===== src/latency_timer.sv =====
// Holds the shared constants, state types and a reloadable latency timer.
// Assumes one clock and a synchronous, active-high reset.
// ----------------------------------------------------------------
// How it works
// - Long calibration runs engine, then updates I/O.
// - First long gets init window, later oper.
// - Short calibration finishes within its short window.
// - Calibration current path switched off when done.
// - No automatic recalibration on self-refresh exit.
// - Enter low-power on CKE low with NOP/DES, not while a calibration runs.
// - Leave low-power on CKE high with NOP/DES.
// ----------------------------------------------------------------

`timescale 1ns/1ns

package pdzq_pkg;
  // Clock rate
  localparam int CLK_MHZ = 100;
  // Calibration code width and the midpoint that a long calibration starts from
  localparam int CODE_W = 6;
  localparam logic [5:0] CODE_RESET = 6'h20;
  // Width of window and latency counters
  localparam int CNT_W = 10;
  // Calibration windows in clock cycles
  localparam logic [9:0] TZQINIT_CYC = 10'h200;
  localparam logic [9:0] TZQOPER_CYC = 10'h100;
  localparam logic [9:0] TZQCS_CYC = 10'h040;
  // Exit latencies as times, and their least whole-cycle counts
  localparam int TXP_NS = 24;
  localparam int TXPDLL_NS = 24;
  localparam logic [9:0] TXP_CYC = 10'((TXP_NS * CLK_MHZ + 999) / 1000);
  localparam logic [9:0] TXPDLL_CYC = 10'((TXPDLL_NS * CLK_MHZ + 999) / 1000);

  // Power state of the device
  typedef enum logic [1:0] {ST_ACTIVE, ST_POWER_DOWN, ST_SELF_REFRESH} pwr_state_t;
  // Calibration engine state
  typedef enum logic [1:0] {CAL_IDLE, CAL_RUN, CAL_XFER} cal_state_t;
endpackage

// ----------------------------------------------------------------
// Reloadable down counter, busy while any cycle of the latency remains
// ----------------------------------------------------------------
module latency_timer #(
  parameter int WIDTH = pdzq_pkg::CNT_W
) (
  // Clock and reset
  input wire logic ref_clk,
  input wire logic rst,
  // Load request and latency in cycles
  input wire logic load,
  input wire logic [WIDTH-1:0] loadValue,
  // High while the latency runs
  output logic busyQ
);
  logic [WIDTH-1:0] cntQ; // Cycles left
  logic [WIDTH-1:0] cntD;
  logic busyD;

  // Next count: load wins over counting down
  always_comb
  begin
    cntD = cntQ;
    if (load)
    begin
      cntD = loadValue;
    end
    else if (cntQ != '0)
    begin
      cntD = cntQ - WIDTH'(1);
    end
    busyD = (cntD != '0);
  end

  // Register count and busy flag
  always_ff @(posedge ref_clk)
  begin
    if (rst)
    begin
      cntQ <= '0;
      busyQ <= 1'b0;
    end
    else
    begin
      cntQ <= cntD;
      busyQ <= busyD;
    end
  end
endmodule


===== src/power_down_zq_calibration.sv =====
// Power-down state tracking and calibration engine of the memory device.
// Assumes command pins and CKE are synchronous to ref_clk; the driver
// comparator result compUp is settled every cycle.
`timescale 1ns/1ns

module power_down_zq_calibration (
  // Clock and reset
  input wire logic ref_clk,
  input wire logic rst,
  // Command bus from the controller
  input wire logic ckeIn,
  input wire logic csN,
  input wire logic rasN,
  input wire logic casN,
  input wire logic weN,
  input wire logic addr10,
  // Device reset pin, active low
  input wire logic resetN,
  // Comparator against calibration_reference_resistor: high means step code up
  input wire logic compUp,
  // Power state
  output logic lowPowerQ,
  output logic selfRefreshQ,
  output logic exitBusyQ,
  output logic dllExitBusyQ,
  // Calibration status and results
  output logic calBusyQ,
  output logic calLongQ,
  output logic calCurrentEnQ,
  output logic firstLongPendingQ,
  output logic impedanceUpdateQ,
  output logic [pdzq_pkg::CODE_W-1:0] driverImpedanceQ
);
  // ----------------------------------------------------------------
  // Command decode
  // ----------------------------------------------------------------
  logic ckePrevQ; // CKE sampled last cycle
  logic cmdNop; // NOP or deselect
  logic cmdRefresh; // Refresh, or self-refresh entry with CKE low
  logic cmdZq; // Either calibration command
  logic cmdValid; // Command taken while clocked in and awake
  logic calStart;
  logic exitPulse; // Low-power or self-refresh exit this cycle

  assign cmdNop = csN | (rasN & casN & weN);
  assign cmdRefresh = ~csN & ~rasN & ~casN & weN;
  assign cmdZq = ~csN & rasN & casN & ~weN;

  // ----------------------------------------------------------------
  // Power state
  // ----------------------------------------------------------------
  pdzq_pkg::pwr_state_t pwrQ; // Current power state
  pdzq_pkg::pwr_state_t pwrD;

  // Entry is decided on the CKE fall, exit on any cycle with CKE high, each with the command beside it
  always_comb
  begin
    pwrD = pwrQ;
    exitPulse = 1'b0;
    unique case (pwrQ)
      pdzq_pkg::ST_ACTIVE:
      begin
        // Entry is not taken while a calibration runs
        if (ckePrevQ && !ckeIn && !calBusyQ)
        begin
          if (cmdNop)
          begin
            pwrD = pdzq_pkg::ST_POWER_DOWN;
          end
          else if (cmdRefresh)
          begin
            pwrD = pdzq_pkg::ST_SELF_REFRESH;
          end
        end
      end
      pdzq_pkg::ST_POWER_DOWN, pdzq_pkg::ST_SELF_REFRESH:
      begin
        // Exit on CKE high with NOP or deselect
        if (ckeIn && cmdNop)
        begin
          pwrD = pdzq_pkg::ST_ACTIVE;
          exitPulse = 1'b1;
        end
      end
    endcase
    // Device reset pin drops every low-power state
    if (!resetN)
    begin
      pwrD = pdzq_pkg::ST_ACTIVE;
      exitPulse = 1'b0;
    end
  end

  // Register power state and its outputs
  always_ff @(posedge ref_clk)
  begin
    if (rst)
    begin
      pwrQ <= pdzq_pkg::ST_ACTIVE;
      ckePrevQ <= 1'b0;
      lowPowerQ <= 1'b0;
      selfRefreshQ <= 1'b0;
    end
    else
    begin
      pwrQ <= pwrD;
      ckePrevQ <= ckeIn;
      lowPowerQ <= (pwrD == pdzq_pkg::ST_POWER_DOWN);
      selfRefreshQ <= (pwrD == pdzq_pkg::ST_SELF_REFRESH);
    end
  end

  // Exit latencies: plain commands after one, loop-dependent after the other
  latency_timer #(.WIDTH(pdzq_pkg::CNT_W)) xpTimer (
    .ref_clk(ref_clk),
    .rst(rst),
    .load(exitPulse),
    .loadValue(pdzq_pkg::TXP_CYC),
    .busyQ(exitBusyQ)
  );
  latency_timer #(.WIDTH(pdzq_pkg::CNT_W)) xpdllTimer (
    .ref_clk(ref_clk),
    .rst(rst),
    .load(exitPulse),
    .loadValue(pdzq_pkg::TXPDLL_CYC),
    .busyQ(dllExitBusyQ)
  );

  // ----------------------------------------------------------------
  // Calibration engine
  // ----------------------------------------------------------------
  pdzq_pkg::cal_state_t calQ; // Engine state
  pdzq_pkg::cal_state_t calD;
  logic [pdzq_pkg::CODE_W-1:0] calCodeQ; // Working code
  logic [pdzq_pkg::CODE_W-1:0] calCodeD;
  logic [pdzq_pkg::CNT_W-1:0] calAgeQ; // Cycles since the command
  logic [pdzq_pkg::CNT_W-1:0] calAgeD;
  logic [pdzq_pkg::CNT_W-1:0] windowLenQ; // Window granted to this command
  logic [pdzq_pkg::CNT_W-1:0] windowLenD;
  logic firstLongD;
  logic calLongD;
  logic currentEnD;
  logic updateD;
  logic [pdzq_pkg::CODE_W-1:0] driverD;

  // Commands count only when awake with CKE high on both edges
  assign cmdValid = (pwrQ == pdzq_pkg::ST_ACTIVE) && ckePrevQ && ckeIn && resetN;
  assign calStart = cmdValid && cmdZq && (calQ == pdzq_pkg::CAL_IDLE);

  // Next state of the engine, one code step per running cycle
  always_comb
  begin
    calD = calQ;
    calCodeD = calCodeQ;
    calAgeD = calAgeQ;
    windowLenD = windowLenQ;
    firstLongD = firstLongPendingQ;
    calLongD = calLongQ;
    currentEnD = calCurrentEnQ;
    updateD = 1'b0;
    driverD = driverImpedanceQ;
    unique case (calQ)
      pdzq_pkg::CAL_IDLE:
      begin
        // Only an explicit command starts the engine, never a state change
        if (calStart)
        begin
          calD = pdzq_pkg::CAL_RUN;
          calAgeD = pdzq_pkg::CNT_W'(1);
          calLongD = addr10;
          currentEnD = 1'b1;
          if (addr10)
          begin
            // Long: full calibration from the midpoint
            calCodeD = pdzq_pkg::CODE_RESET;
            windowLenD = firstLongPendingQ ? pdzq_pkg::TZQINIT_CYC : pdzq_pkg::TZQOPER_CYC;
            firstLongD = 1'b0;
          end
          else
          begin
            // Short: continue from the present code
            windowLenD = pdzq_pkg::TZQCS_CYC;
          end
        end
      end
      pdzq_pkg::CAL_RUN:
      begin
        // Step toward the reference, saturating at both ends
        if (compUp && (calCodeQ != '1))
        begin
          calCodeD = calCodeQ + pdzq_pkg::CODE_W'(1);
        end
        else if (!compUp && (calCodeQ != '0))
        begin
          calCodeD = calCodeQ - pdzq_pkg::CODE_W'(1);
        end
        calAgeD = calAgeQ + pdzq_pkg::CNT_W'(1);
        // Leave the last cycle of the window for the transfer
        if (calAgeQ == windowLenQ - pdzq_pkg::CNT_W'(1))
        begin
          calD = pdzq_pkg::CAL_XFER;
        end
      end
      pdzq_pkg::CAL_XFER:
      begin
        // Hand the code to the I/O and stop the reference current
        driverD = calCodeQ;
        updateD = 1'b1;
        currentEnD = 1'b0;
        calD = pdzq_pkg::CAL_IDLE;
      end
      default:
      begin
        calD = pdzq_pkg::CAL_IDLE;
      end
    endcase
    // Device reset pin aborts calibration and rearms the init window
    if (!resetN)
    begin
      calD = pdzq_pkg::CAL_IDLE;
      currentEnD = 1'b0;
      updateD = 1'b0;
      firstLongD = 1'b1;
    end
  end

  // Register engine state and its outputs
  always_ff @(posedge ref_clk)
  begin
    if (rst)
    begin
      calQ <= pdzq_pkg::CAL_IDLE;
      calCodeQ <= pdzq_pkg::CODE_RESET;
      calAgeQ <= '0;
      windowLenQ <= '0;
      firstLongPendingQ <= 1'b1;
      calLongQ <= 1'b0;
      calCurrentEnQ <= 1'b0;
      calBusyQ <= 1'b0;
      impedanceUpdateQ <= 1'b0;
      driverImpedanceQ <= pdzq_pkg::CODE_RESET;
    end
    else
    begin
      calQ <= calD;
      calCodeQ <= calCodeD;
      calAgeQ <= calAgeD;
      windowLenQ <= windowLenD;
      firstLongPendingQ <= firstLongD;
      calLongQ <= calLongD;
      calCurrentEnQ <= currentEnD;
      calBusyQ <= (calD != pdzq_pkg::CAL_IDLE);
      impedanceUpdateQ <= updateD;
      driverImpedanceQ <= driverD;
    end
  end
endmodule


===== config.mk =====
export PLATFORM = sky130hd
export DESIGN_NAME = power_down_zq_calibration
export DESIGN_NICKNAME = d
export VERILOG_FILES = /design/src/latency_timer.sv /design/src/power_down_zq_calibration.sv
export SDC_FILE = /design/constraint.sdc
export NUM_CORES = 1
export LEC_CHECK = 0
export BUFFER_PORTS_ARGS = -buffer_cell sky130_fd_sc_hd__buf_4
export CORE_MARGIN = 2
export CORE_UTILIZATION = 40
export CTS_BUF_LIST = sky130_fd_sc_hd__clkbuf_4 sky130_fd_sc_hd__clkbuf_8
export CTS_CLUSTER_DIAMETER = 100
export DETAILED_ROUTE_END_ITERATION = 10
export PLACE_DENSITY = 0.55
export SYNTH_ARGS = -nofsm -noshare
export SYNTH_HDL_FRONTEND = slang
export SYNTH_SLANG_ARGS = --single-unit

===== constraint.sdc =====
create_clock -name ref_clk -period 4 [get_ports ref_clk]
set_input_delay 0.2 -clock ref_clk [delete_from_list [all_inputs] [get_ports ref_clk]]
set_output_delay 0.2 -clock ref_clk [all_outputs]
set_load 0.005 [all_outputs]

==> flow_metrics.env, run 1 <==
export IMPL_r2r_cells=8
export IMPL_cpLargestDelayFamily="compound AO/OA/AOI/OAI gates"
export IMPL_crit_path_start_kind="register"
export IMPL_clk_pin_slew_ns=0.07
export IMPL_synth_area_top_cells="dfxtp_1 (39%), a21oi_1 (6.7%), nor2_1 (5.1%)"
export IMPL_detail_route_first_pass_iterations=4
export IMPL_clock_latency_ns=0.33
export IMPL_worst_r2r_setup_slack_ns=1.41
export IMPL_cts_buffer_depth=2
export IMPL_antenna_cells=0
export IMPL_drv_cap=0
export IMPL_initial_core_util_pct=41.8
export IMPL_fin_area_mm2=0.00354
export IMPL_ios=25
export IMPL_synth_fp_nets=389
export IMPL_synth_cell_type_count=59
export IMPL_tightest_slew_ns=0.751
export IMPL_overflow=0
export IMPL_clock_sinks=59
export IMPL_ys_seq_area_share_pct=38.5
export IMPL_cts_resized=0
export IMPL_die_w_um=91.5
export IMPL_die_y_um=91.5
export IMPL_p_int_uw=1320
export IMPL_path_class="reg -> reg"
export IMPL_maxSlewViolCount=0
export IMPL_critPathMaxStageDelay_ns=0.58
export IMPL_gp_congestion=0.828
export IMPL_grt_pass1_vias=2525
export IMPL_most_common_layout_cells="dfxtp_1 (59), nor2_1 (42), a21oi_1 (41)"
export IMPL_tritoncts="yes"
export IMPL_vias=2673
export IMPL_leakage_uw=0.00132
export IMPL_syn_avg_cell_area_um2=8.31
export IMPL_status="finished clean"
export IMPL_min_period_over_period_pct=64.9
export IMPL_swShare_pct=35.7
export IMPL_cts_hold_buf=0
export IMPL_routedWlPerCell_um=13.5
export IMPL_dominantRegCellSynth="dfxtp_1"
export IMPL_dpl_cell_area_mm2=0.00334
export IMPL_max_slew_margin_pct=49.4
export IMPL_power_switching_uw=734
export IMPL_cp_data_required_time_ns=4.22
export IMPL_track_usage_pct=17.3
export IMPL_layout_commonest_cell="dfxtp_1"
export IMPL_grt_pass1_wl_um=11900
export IMPL_postSynthCellCount=369
export IMPL_crit_buf_inv=0
export IMPL_r2r_end="calCodeQ[5]"
export IMPL_htree_levels=3
export IMPL_syn2layout_area_growth_pct=15.4
export IMPL_dieArea_mm2=0.00838
export IMPL_cts_root_buf="clkbuf_8"
export IMPL_ant_nets=0
export IMPL_rsz0062_at_grt="false"
export IMPL_synth_seq_cells=59
export IMPL_setup_violations=0
export IMPL_drt_iter0_markers=171
export IMPL_grt_max_degree=40
export IMPL_end_kind="register"
export IMPL_finalCriticalPeriod_ns=2.59
export IMPL_hold_viol=0
export IMPL_drive_gt1_share_pct=14.8
export IMPL_rows=31
export IMPL_power_density_mw_per_mm2=581
export IMPL_drcViolationCount=0
export IMPL_seq_power_share_pct=37.0
export IMPL_antenna_found_initial=0
export IMPL_fin_nets=415
export IMPL_r2r_start="calCodeQ[0]"
export IMPL_vias_per_cell=5.36
export IMPL_synth_area_mm2=0.00307
export IMPL_worstPathCellList="nand4_1 -> o21ai_0 -> ha_1 -> a211oi_1 -> o21bai_1 -> a21oi_1 -> xnor2_1 -> o41a_1"
export IMPL_crit_cells=8
export IMPL_portBuffers=24
export IMPL_fin_skew_ns=0.00892
export IMPL_vdd_drop_max_uv=188
export IMPL_postCtsSetupRepairBufs=0
export IMPL_cp_slowest_cell="o21ai_0"
export IMPL_crit_end="calCodeQ[5]"
export IMPL_synth_top_area_share_pct=38.5
export IMPL_place_detailed_hpwl_um=4760
export IMPL_drt_wl_total_um=6730
export IMPL_setup_tns_ns=0
export IMPL_core_mm2=0.00733
export IMPL_synth_edff_count=0
export IMPL_yosys_area_top_type="dfxtp_1"
export IMPL_worst_endpoint_arrival_ns=2.81
export IMPL_comb_power_share_pct=36.6
export IMPL_worstSetupStartpoint="calCodeQ[0]"
export IMPL_clkPwrFrac_pct=26.4
export IMPL_cts_made_buffers=9
export IMPL_yosys_warnings=0
export IMPL_nFillCells=718
export IMPL_hp_class="in -> reg"
export IMPL_crit_fanout=7
export IMPL_max_clock_freq_ghz=0.385
export IMPL_async_flop_share_pct=0
Yosys cell counts (2+ instances only):
cell type / number
nand3b_1: 6
or2_2: 2
a22oi_1: 2
a211oi_1: 3
nor3_2: 2
xor2_1: 3
or3_1: 5
a21o_1: 2
a21boi_0: 2
a21oi_1: 41
o21bai_1: 2
or4_1: 3
nand3_1: 10
nor3_1: 15
ha_1: 9
dfxtp_1: 59
nand4_1: 4
o21ai_0: 18
mux2i_1: 7
o21a_1: 4
and3_1: 2
nor4b_1: 2
a31o_2: 2
nand4b_1: 2
nand2b_1: 6
xnor2_1: 9
clkbuf_1: 9
nor3b_1: 2
o31ai_1: 2
nor2b_1: 11
nand2_1: 36
nor2_1: 42
a31oi_1: 3
nor4_1: 3
inv_1: 15
worst min-delay path by stage:
stage / start / end / slack [ns] / cells after the start
after floorplan: ckeIn / ckePrevQ / 0.33 / 1
after global placement: calLongQ / calLongQ / 0.44 / 2
after CTS: ckeIn / ckePrevQ / 0.13 / 2
after global routing: ckeIn / ckePrevQ / 0.17 / 2
final: ckeIn / ckePrevQ / 0.15 / 2
after detailed placement: windowLenQ[8] / windowLenQ[8] / 0.45 / 2
final cells by class:
cell class                 instances  area [um^2]  share of cell area (%)
clock buffer                      11          145                    4.10
timing repair buffer              25          188                    5.31
tap                               99          124                    3.50
multi-input combinational        285         1790                    50.6
inverter                          15         56.3                    1.59
sequential                        59         1180                    33.4
clock inverter                     5         52.6                    1.49
cells by family after synthesis:
logic type	Yosys count	share of synthesized area (%)
and+or+nand+nor	167	30.1
AOI/OAI and AO/OA	89	18.2
DFF	59	38.5
buffers and inverters	25	3.06
xor gates and xnor gates	12	3.43
adders and majority gates	10	4.33
muxes	7	2.29
routing by layer:
layer	part of all wire (%)	GRT usage, %	routed length (um)
met4	1.1	5.43	72
met2	47	27.9	3190
met3	3.3	4.73	220
met5	0	0	0
met1	48	22.3	3260
sequential cells by signal, indices dropped and copies added, names as in the netlist, 2 cells and up:
name	count
calAgeQ	10
xpTimer.cntQ	10
xpdllTimer.cntQ	10
calCodeQ	6
driverImpedanceQ	6
windowLenQ	3
calQ	2
pwrQ	2
per-stage QoR:
step | util [%] | total power (uW) | hold slack (ns) | instances | setup slack, ns
floorplan | - | 1370 | 0.328 | 369 | 1.72
global route | 48.3 | 2210 | 0.167 | 499 | 1.23
CTS | 48.3 | 2070 | 0.132 | 499 | 1.44
detailed placement | 45.6 | 1520 | 0.446 | 483 | 1.44
global placement | 45.6 | 1520 | 0.444 | 483 | 1.48
finish | 48.3 | 2060 | 0.148 | 499 | 1.41
worst reg2reg max path, delay by kind of cell (launching register included):
family	cells	cell delay, ns
adder cells (fa/ha/maj)	1	0.37
AND/OR/NAND/NOR	1	0.13
XOR/XNOR	1	0.10
AO/OA/AOI/OAI	5	1.47
flip-flops	1	0.42
power groups by stage:
stage / clock (uW) / sequential [uW] / combinational, uW
final: 543 / 760 / 753
after global routing: 585 / 773 / 854
after CTS: 559 / 758 / 752
after detailed placement: 0 / 771 / 746
after global placement: 0 / 772 / 744
after floorplan: 0 / 743 / 632
(Power assumes the default switching activity.)
==> run 2: changes to the inputs <==
Clock period 4 ns to 2.7 ns, I/O delays scaled along.
==> run 2 against run 1 <==
Effect of this change: critical endpoint unchanged; clock power grew 25%; worst hold slack lost 0.077 ns; non-clock buffer count rose by 1; combinational power up 47%; setup slack worse by 0.96 ns; core utilization decreased by 0.43 points.
==> flow_metrics.env, run 2 (synthesis results as in run 1) <==
export IMPL_hp_start="ckeIn"
export IMPL_r2r_end="calCodeQ[5]"
export IMPL_finalPower_uw=2910
export IMPL_drcViolationCount=0
export IMPL_leakage_uw=0.00131
export IMPL_initial_core_util_pct=41.8
export IMPL_postCtsSetupRepairBufs=0
export IMPL_ios=25
export IMPL_dieArea_mm2=0.00838
export IMPL_gp_congestion=0.846
export IMPL_worst_r2r_setup_slack_ns=0.44
export IMPL_clk_pin_slew_ns=0.06
export IMPL_cp_slowest_cell="dfxtp_1"
export IMPL_layout_commonest_cell="dfxtp_1"
export IMPL_r2r_cells=9
export IMPL_die_y_um=91.5
export IMPL_layout_cells_non_filler=496
export IMPL_critPathMaxStageDelay_ns=0.42
export IMPL_fin_skew_ns=0.00542
export IMPL_crit_buf_inv=1
export IMPL_tightest_slew_ns=0.744
export IMPL_hold_viol=0
export IMPL_max_clock_freq_ghz=0.443
export IMPL_clock_sinks=59
export IMPL_crit_path_start_kind="register"
export IMPL_drive_gt1_share_pct=14.1
export IMPL_worst_endpoint_arrival_ns=2.47
export IMPL_setup_tns_ns=0
export IMPL_power_density_mw_per_mm2=831
export IMPL_ant_nets=0
export IMPL_antenna_cells=0
export IMPL_maxSlewViolCount=0
export IMPL_clock_latency_ns=0.33
export IMPL_reg_largest_list="calAgeQ: 10 flops, xpTimer.cntQ: 10 flops, xpdllTimer.cntQ: 10 flops"
export IMPL_worstHoldPathCells=2
export IMPL_grt_max_degree=40
export IMPL_cts_hold_buf=0
export IMPL_grt_pass1_vias=2546
export IMPL_r2r_start="calCodeQ[0]"
export IMPL_min_period_over_period_pct=83.5
export IMPL_routedWlPerCell_um=13.6
export IMPL_cts_made_buffers=9
export IMPL_track_usage_pct=17.8
export IMPL_path_class="reg -> reg"
export IMPL_dpl_cell_area_mm2=0.00335
export IMPL_cts_resized=0
export IMPL_crit_fanout=7
export IMPL_detail_route_first_pass_iterations=4
export IMPL_die_w_um=91.5
export IMPL_holdWs_ns=0.0708
export IMPL_drt_iter0_markers=117
export IMPL_vdd_drop_max_uv=280
export IMPL_end_kind="register"
export IMPL_drv_cap=0
export IMPL_grt_pass1_wl_um=11800
export IMPL_place_detailed_hpwl_um=4780
export IMPL_tritoncts="yes"
export IMPL_vias_per_cell=5.41
export IMPL_cpLargestDelayFamily="compound AO/OA/AOI/OAI gates"
export IMPL_hold_end="ckePrevQ"
export IMPL_rows=31
export IMPL_hp_class="in -> reg"
export IMPL_cts_buffer_depth=2
export IMPL_worstPathCellList="nand4_1 -> o21ai_0 -> buf_4 -> ha_1 -> a211oi_1 -> o21bai_1 -> a21oi_1 -> xnor2_1 -> o41a_1"
export IMPL_vias=2681
export IMPL_fin_area_mm2=0.00351
export IMPL_htree_levels=3
export IMPL_portBuffers=24
export IMPL_fin_nets=416
export IMPL_finalCriticalPeriod_ns=2.26
export IMPL_status="finished clean"
export IMPL_setup_violations=0
export IMPL_rsz0062_at_grt="false"
export IMPL_most_common_layout_cells="dfxtp_1 (59), nor2_1 (42), a21oi_1 (41)"
export IMPL_place_inst=484
export IMPL_drt_wl_total_um=6730
export IMPL_overflow=0
export IMPL_cp_data_required_time_ns=2.92
export IMPL_antenna_found_initial=0
export IMPL_syn2layout_area_growth_pct=14.4
export IMPL_max_slew_margin_pct=49.9
export IMPL_cts_root_buf="clkbuf_8"
export IMPL_core_mm2=0.00733
## run 2: worst max path at each step
stage / cells after the start / slack (ns) / end / from
after detailed placement: 9 / 0.47 / calCodeQ[5] / calCodeQ[0]
final: 9 / 0.44 / calCodeQ[5] / calCodeQ[0]
after CTS: 9 / 0.44 / calCodeQ[5] / calCodeQ[0]
after global routing: 9 / 0.24 / calCodeQ[5] / calCodeQ[0]
after global placement: 9 / 0.52 / calCodeQ[5] / calCodeQ[0]
after floorplan: 8 / 0.42 / calCodeQ[5] / calCodeQ[0]
## run 2: through the flow
step           util (%)  setup WS (ns)
2_1_floorplan         -          0.417
3_3_place_gp       45.7          0.524
3_5_place_dp       45.7          0.472
4_1_cts            47.8          0.438
5_1_grt            47.8          0.244
6_report           47.8          0.444
## run 2: area by class of cell
type                    count  area, um^2
fillers                   703        3820
clock buffers              12         159
multi-input cells         285        1790
well taps                  99         124
inverters                  15        56.3
repair buffers             26         195
flip-flops and latches     59        1180
## run 2: power by group
part	total [uW]	internal (uW)	switching, uW	leakage (uW)
combinational	1110	526	583	0.000745
sequential	1130	980	147	0.000480
clock	677	373	304	0.0000837
## run 2: worst register-to-register path, delay by kind of cell, from the launching register on
kind,cells,cell delay (ns)
AO/OA/AOI/OAI,5,1.06
flip-flops,1,0.42
adder cells (fa/ha/maj),1,0.24
buffers and inverters,1,0.16
AND/OR/NAND/NOR,1,0.15
XOR/XNOR,1,0.11
## run 2: layer usage
metal  routed length, um  track usage (%)  up-vias
met2                3190             28.1       42
met1                3210             22.6     1263
li1                    -                -     1372
met5                   0                0        -
met4                  71             6.44        0
met3                 253             5.64        4
